--- config.mk ---
export PLATFORM = sky130hd
export DESIGN_NAME = sccr_regs
export DESIGN_NICKNAME = d
export VERILOG_FILES = /design/src/shared/sccr_pkg.sv /design/src/hdl/sccr_regs.sv
export SDC_FILE = /design/constraint.sdc
export NUM_CORES = 1
export LEC_CHECK = 0
export CORE_UTILIZATION = 60
export CTS_CLUSTER_SIZE = 12
export DETAILED_ROUTE_END_ITERATION = 10
export DONT_BUFFER_PORTS = 1
export GPL_TIMING_DRIVEN = 0
export PLACE_DENSITY = 0.77
export REMOVE_ABC_BUFFERS = 1
export SYNTH_ARGS = -nofsm -noshare
export SYNTH_HDL_FRONTEND = slang
export SYNTH_SLANG_ARGS = --single-unit
export TNS_END_PERCENT = 10
--- constraint.sdc ---
create_clock -name ref_clk -period 3.45 [get_ports ref_clk]
set_input_delay 0.69 -clock ref_clk [delete_from_list [all_inputs] [get_ports ref_clk]]
set_output_delay 0.69 -clock ref_clk [all_outputs]
set_load 0.01 [all_outputs]
--- src/shared/sccr_pkg.sv ---
// constants and carrier types for the system control register bank
package sccr_pkg;
   localparam int sccr_addr_w = 5;
   localparam logic [4:0] sccr_num_bus = 5'h02;
   localparam logic [4:0] sccr_num_cpu = 5'h03;
   localparam logic [4:0] sccr_num_fault = 5'h08;
   localparam logic [4:0] sccr_num_tally = 5'h09;
   localparam logic [4:0] sccr_num_width = 5'h0a;
   localparam logic [4:0] sccr_num_limit = 5'h0b;
   localparam logic [4:0] sccr_num_state = 5'h0c;
   localparam logic [4:0] sccr_num_reason = 5'h0d;
   localparam logic [4:0] sccr_num_trap = 5'h0e;
   localparam logic [4:0] sccr_num_ident = 5'h0f;
   // writable bits of the state register: unit usable, byte flip, 22..16, mode stack
   localparam logic [31:0] sccr_state_wmask = 32'hf27f_003f;
   // lookup_double_hit_halt is set by reset: no translation hardware here
   localparam logic [31:0] sccr_state_reset = 32'h0060_0002;
   localparam int sccr_ident_kind_lsb = 8;
   localparam int sccr_tally_w = 24;
   localparam logic [23:0] sccr_tally_reset = 24'h00_0000;
   localparam logic [23:0] sccr_limit_reset = 24'hff_ffff;
   localparam logic [31:0] sccr_word_zero = 32'h0000_0000;
   localparam logic [1:0] sccr_kernel_pair = 2'h2; // mode=kernel, interrupts off

   // instruction-side request carrier
   typedef struct packed {
      logic to_ctl;
      logic from_ctl;
      logic restore;
      logic [4:0] num;
      logic [31:0] wdata;
   } sccr_req_type;

   // exception-side event carrier
   typedef struct packed {
      logic take;
      logic [31:0] reason;
      logic [31:0] ret_addr;
      logic addr_err;
      logic [31:0] bad_addr;
   } sccr_exc_type;
endpackage

--- src/hdl/sccr_regs.sv ---
// system control coprocessor register bank
`timescale 1ns/1ps

module sccr_regs
   import sccr_pkg::*;
#(
   parameter logic [7:0] part_kind = 8'h2a, // arbitrary value
   parameter logic [7:0] silicon_step = 8'h01 // arbitrary value
) (
   input wire logic ref_clk,
   input wire logic resetn,
   input wire sccr_req_type req,
   input wire sccr_exc_type exc,
   output logic [31:0] rdata,
   output logic [31:0] state_word,
   output logic tally_match
);

   initial begin
      if (sccr_tally_w != 24) $error("tally width must be 24");
   end

   typedef struct packed {
      logic [31:0] bus_setup;
      logic [31:0] cpu_setup;
      logic [31:0] fault;
      logic [23:0] tally;
      logic [31:0] width;
      logic [23:0] limit;
      logic [31:0] state;
      logic [31:0] reason;
      logic [31:0] trap;
      logic [31:0] rdata;
      logic match;
   } sccr_state_type;

   sccr_state_type st_ff;
   sccr_state_type nxt_st;
   logic [31:0] ident;

   assign ident = {16'h0000, part_kind, silicon_step};

   // ---------------------------------------------------------------
   // next state
   // ---------------------------------------------------------------
   always_comb begin
      nxt_st = st_ff;
      nxt_st.match = 1'b0;
      // tally wraps to zero on reaching the limit
      if (st_ff.tally == st_ff.limit) begin
         nxt_st.tally = sccr_tally_reset;
         nxt_st.match = 1'b1;
      end else begin
         nxt_st.tally = st_ff.tally + 24'h00_0001;
      end
      if (req.to_ctl) begin
         unique case (req.num)
            sccr_num_bus: nxt_st.bus_setup = req.wdata;
            sccr_num_cpu: nxt_st.cpu_setup = req.wdata;
            sccr_num_tally: nxt_st.tally = req.wdata[23:0];
            sccr_num_width: nxt_st.width = req.wdata;
            sccr_num_limit: nxt_st.limit = req.wdata[23:0];
            sccr_num_state: nxt_st.state = req.wdata & sccr_state_wmask;
            // ident and read-only registers keep their value
            default: nxt_st.state = nxt_st.state;
         endcase
      end
      if (req.restore) begin
         nxt_st.state[3:0] = st_ff.state[5:2];
      end
      // an exception outranks a same-cycle software write to state bits 5..0; the written upper bits still land
      if (exc.take) begin
         nxt_st.state[5:0] = {st_ff.state[3:0], sccr_kernel_pair};
         nxt_st.reason = exc.reason;
         nxt_st.trap = exc.ret_addr;
         if (exc.addr_err) begin
            nxt_st.fault = exc.bad_addr;
         end
      end
      nxt_st.rdata = st_ff.rdata;
      if (req.from_ctl) begin
         unique case (req.num)
            sccr_num_bus: nxt_st.rdata = st_ff.bus_setup;
            sccr_num_cpu: nxt_st.rdata = st_ff.cpu_setup;
            sccr_num_fault: nxt_st.rdata = st_ff.fault;
            sccr_num_tally: nxt_st.rdata = {8'h00, st_ff.tally};
            sccr_num_width: nxt_st.rdata = st_ff.width;
            sccr_num_limit: nxt_st.rdata = {8'h00, st_ff.limit};
            sccr_num_state: nxt_st.rdata = st_ff.state;
            sccr_num_reason: nxt_st.rdata = st_ff.reason;
            sccr_num_trap: nxt_st.rdata = st_ff.trap;
            sccr_num_ident: nxt_st.rdata = ident;
            default: nxt_st.rdata = sccr_word_zero;
         endcase
      end
   end

   always_ff @(posedge ref_clk) begin
      if (!resetn) begin
         st_ff <= '0;
         st_ff.state <= sccr_state_reset;
         st_ff.limit <= sccr_limit_reset;
      end else begin
         st_ff <= nxt_st;
      end
   end

   assign rdata = st_ff.rdata;
   assign state_word = st_ff.state;
   assign tally_match = st_ff.match;
endmodule

# ---- Word-level counts from Yosys, hierarchy flattened
# Cells that the tools add are included.
dict set report totals {
  ff_bits 291
  out_inout_bits 65
}
dict set report op_classes {
  n_eq_ne 11
  n_addsub 1
  n_bitwise 1
  n_reduce_logical 16
  muxes 10
}
# cell count
set op_table {}
lappend op_table {{32-bit one-hot mux with 10 select lines} 1}
lappend op_table {{112-bit two-way mux} 1}
lappend op_table {{24-bit two-way mux} 3}
lappend op_table {{70-bit two-way mux} 1}
lappend op_table {{32-bit two-way mux} 2}
lappend op_table {{5-bit by 4-bit equality test with 1-bit output, second input constant} 8}
lappend op_table {{24-bit by 1-bit adder with 24-bit output, second input constant} 1}
lappend op_table {{24-bit equality test} 1}
lappend op_table {{2-bit AND reduction} 9}
lappend op_table {{5-bit by 2-bit equality test with 1-bit output, second input constant} 2}
lappend op_table {{2-bit nonzero test} 4}
lappend op_table {{3-bit nonzero test} 2}
lappend op_table {{4-bit two-way mux} 1}
lappend op_table {{2-bit OR reduction} 1}
lappend op_table {{1-bit two-way mux} 1}
lappend op_table {{1-bit inverter} 1}

# ---- Longest topological paths before layout
dict set report logic_depth {
  word_depth 6
  mapped_depth 8
}

# ---- Least setup slack after synthesis
# No wires, ideal clock.
dict set report synth_timing {
  kind {input to register}
  startpoint {in req[32] (netlist bit)}
  endpoint {reg st_ff, in the netlist state_word[1]}
  setup_slack_ns 1.306
  path_buffers 1
  t_arrival_ns 2.017
  stages 6
  setup_time_ns 0.127
  path_cell_list {buf_2 > nor2_2 > nand3_4 > mux2_1 > mux2_2 > or3_1}
}
dict set report synth_via {
  elab_chain_len 3
}
# item line
set synth_rtl {}
lappend synth_rtl {{start: declaration} sccr_regs.sv:12} ;# input wire sccr_req_type req,
lappend synth_rtl {{5-bit by 4-bit equality test with 1-bit output} sccr_regs.sv:57} ;# unique case (req.num)
lappend synth_rtl {{2-bit nonzero test (no line)} --}
lappend synth_rtl {{2-bit AND reduction (no line)} --}
lappend synth_rtl {{end signal: assignment} sccr_regs.sv:104} ;# st_ff <= nxt_st;
lappend synth_rtl {{end: declaration} sccr_regs.sv:37} ;# sccr_state_type st_ff;
# No other way between the ends.
# A chain may end at the register's enable or synchronous reset.

# ---- Final worst setup path
dict set report layout_timing {
  startpoint {in req[32] (netlist bit)}
  endpoint {reg st_ff[275] (netlist bit)}
}
dict set report layout_via {
  elab_chain_len 2
}
# item line
set layout_rtl {}
lappend layout_rtl {{5-bit by 2-bit equality test with 1-bit output} sccr_regs.sv:57}
lappend layout_rtl {{2-bit AND reduction (no line)} --}
# No other way between the ends.

==> out/qor.csv <==
metric;value;unit
outcome;finished clean;
synthTopCellsByArea;dfxtp_1, nand2_1, mux2i_1;
met3_length;3810;µm
grt_pass1_vias;9918;
avgSynthCellArea;8.38;µm²
port-buffer-count;0;
synth_largest_area_cell;dfxtp_1;
synth_top_area_frac;0.448;
drtPass1Iterations;6;
powerDensity;518;nW/µm²
place_area;12600;µm²
grt_max_degree;133;
layout_common_cells;nand2_1, dfxtp_1, a21oi_1;
fin_ws;0.538;ns
drc_errors;0;
arrival;3.32;ns
nNetsFinal;1566;
path_class;in -> reg;
clkSinkCount;291;
cts_buffer_depth;3;
hold_violations;0;
synthDistinctLibCells;67;
hp-class;in -> reg;
synth_cells;1553;
syn_area;13000;µm²
cts_resized;0;
grt_use_total;0.329;
setup-violations-final;0;
leakage;4.87;nW
top_layer;met4;
synth_warnings;0;
yosysSeqAreaShare;0.448;
synthArstFlopShare;0;
crit_chain;nor4b_2, nor2b_4, nand2_2, nand2_1, a21oi_1;
final_area;13500;µm²
critPathLaunchType;primary input;
start_util;0.615;
dr_wl_met2;17400;µm
synth_edf_count;0;
die_w;149;µm
mostFrequentLayoutCell;nand2_1;
cap_violations;0;
ir_drop;0.000348;V
fp.dieArea;22300;µm²
ios;205;
cp_slowest_cell;nor2b_4;
fin_skew;0.0164;ns
grt_pass1_wl;56200;µm
final_util;0.638;
placed_cells;1668;
first_iter_violations;1024;
wirelength;37200;µm
ys_seq_elements;291;
ctsHoldBuffers;0;
tightest_slew;1.38;ns
crit_fanout;32;
worstPathRequired;3.86;ns
postCtsSetupBuffers;0;
overflow;0;
fin_crit_sh;0.844;
wl_met1;14700;µm
place_congestion;0.866;
dp_hpwl;22400;µm
antenna_found_initial;0;
wl_per_cell;21.6;µm
slew-limit-headroom;0.0781;
period_needed;2.91;ns
cts_buffers;30;
path_buf_inv;0;
cts_tree;done;
h-tree-depth;1;
num_antenna_cells;0;
path_clk_slew;0.06;ns
critPathTopFamily;simple AND/OR/NAND/NOR gates;
drtAntennaViolNets;0;
max_freq;343;MHz
via_per_inst;6.15;
num_vias;10588;
critPathMaxStageDelay;0.93;ns
clk_latency;0.56;ns
synthFlopType;dfxtp_1;
rows;53;
drive_gt1_frac;0.0609;
end_kind;flop;
die_h;149;µm
dp_slack;0.0604;ns
tns;0;ns
core;21200;µm²
rsz0062_at_grt;false;
synthToLayoutAreaGrowth;3.77;%
slew_violations;0;
clockRootBuffer;clkbuf_16;
fin_cells;1721;
-- stage by stage --
stage	hold slack, ns	total power, mW
2_1_floorplan	0.433	3.81
3_3_place_gp	0.438	3.91
3_5_place_dp	0.447	3.92
4_1_cts	0.197	7.00
5_1_grt	0.201	7.20
6_report	0.205	7.00
-- where the power goes --
group	leakage [nW]	internal, mW	total, mW	switching [mW]
clock	0.460	1.85	3.15	1.30
combinational	2.05	0.133	0.343	0.210
sequential	2.36	3.45	3.51	0.0609
total	4.87	5.42	7.00	1.57
-- worst paths after layout --
| kind | to | startpoint | slack, ns | cells past startpoint |
|---|---|---|---|---|
| max | st_ff[275] | req[32] | 0.54 | 5 |
| min reg2reg | st_ff[240] | st_ff[240] | 0.45 | 2 |
| max reg2reg | st_ff[189] | st_ff[204] | 1.07 | 5 |
| min | st_ff[138] | resetn | 0.20 | 1 |
-- worst register-to-register path, stage by stage (launching register included) --
cell,delay [ns]
dfxtp_1,0.45
xor2_1,0.12
nor4_1,0.38
nand4_1,0.24
o21ai_2,0.82
o21ai_0,0.23
-- state kept, by name, summed over array words and instances, names as in the netlist --
register / count
st_ff: 240
rdata: 32
state_word: 18
tally_match: 1
-- cell families (layout without fill, tap and decap cells) --
family          Yosys count  in the layout  synth area share
simple gates            595            595             0.197
compound gates          325            325             0.157
flops                   291            291             0.448
buf+inv                 181             61            0.0772
mux                     113            113            0.0894
xor+xnor                 46             46            0.0310
fa+ha+maj                 1              1          0.000961
other cells               1             14          0.000288
-- cell usage after synthesis (3+ instances only) --
| library cell | number |
|---|---|
| nand2_1 | 392 |
| dfxtp_1 | 291 |
| a21oi_1 | 159 |
| mux2i_1 | 96 |
| nor2_1 | 81 |
| buf_4 | 73 |
| a22oi_1 | 62 |
| clkbuf_1 | 62 |
| xor2_1 | 41 |
| nand3_1 | 38 |
| o21ai_0 | 34 |
| buf_2 | 27 |
| a22o_1 | 21 |
| nand4_1 | 18 |
| mux2_2 | 15 |
| a2bb2oi_1 | 12 |
| and3_1 | 12 |
| buf_1 | 11 |
| nor3_1 | 10 |
| nor2b_1 | 9 |
| nor4_1 | 6 |
| a221o_1 | 5 |
| a31o_2 | 5 |
| xnor2_1 | 5 |
| a222oi_1 | 3 |
| a31oi_1 | 3 |
| a32o_1 | 3 |
| and4_1 | 3 |
| inv_1 | 3 |
| nor2_4 | 3 |
-- metal layers --
metal / vias to the layer above / GRT usage
li1: 4997 / -
met1: 4957 / 0.417
met2: 544 / 0.538
met3: 90 / 0.0700
met4: 0 / 0.142
met5: - / 0
-- cell type report --
cell class | count | area (µm²)
fillers | 1795 | 7650
multi-input cells | 1094 | 6270
flip-flops and latches | 291 | 5830
clock buffers | 51 | 911
well taps | 275 | 344
repair buffers | 4 | 93.8
clock inverters | 2 | 35.0
inverters | 4 | 22.5
Power figures use the tool's default switching activity.
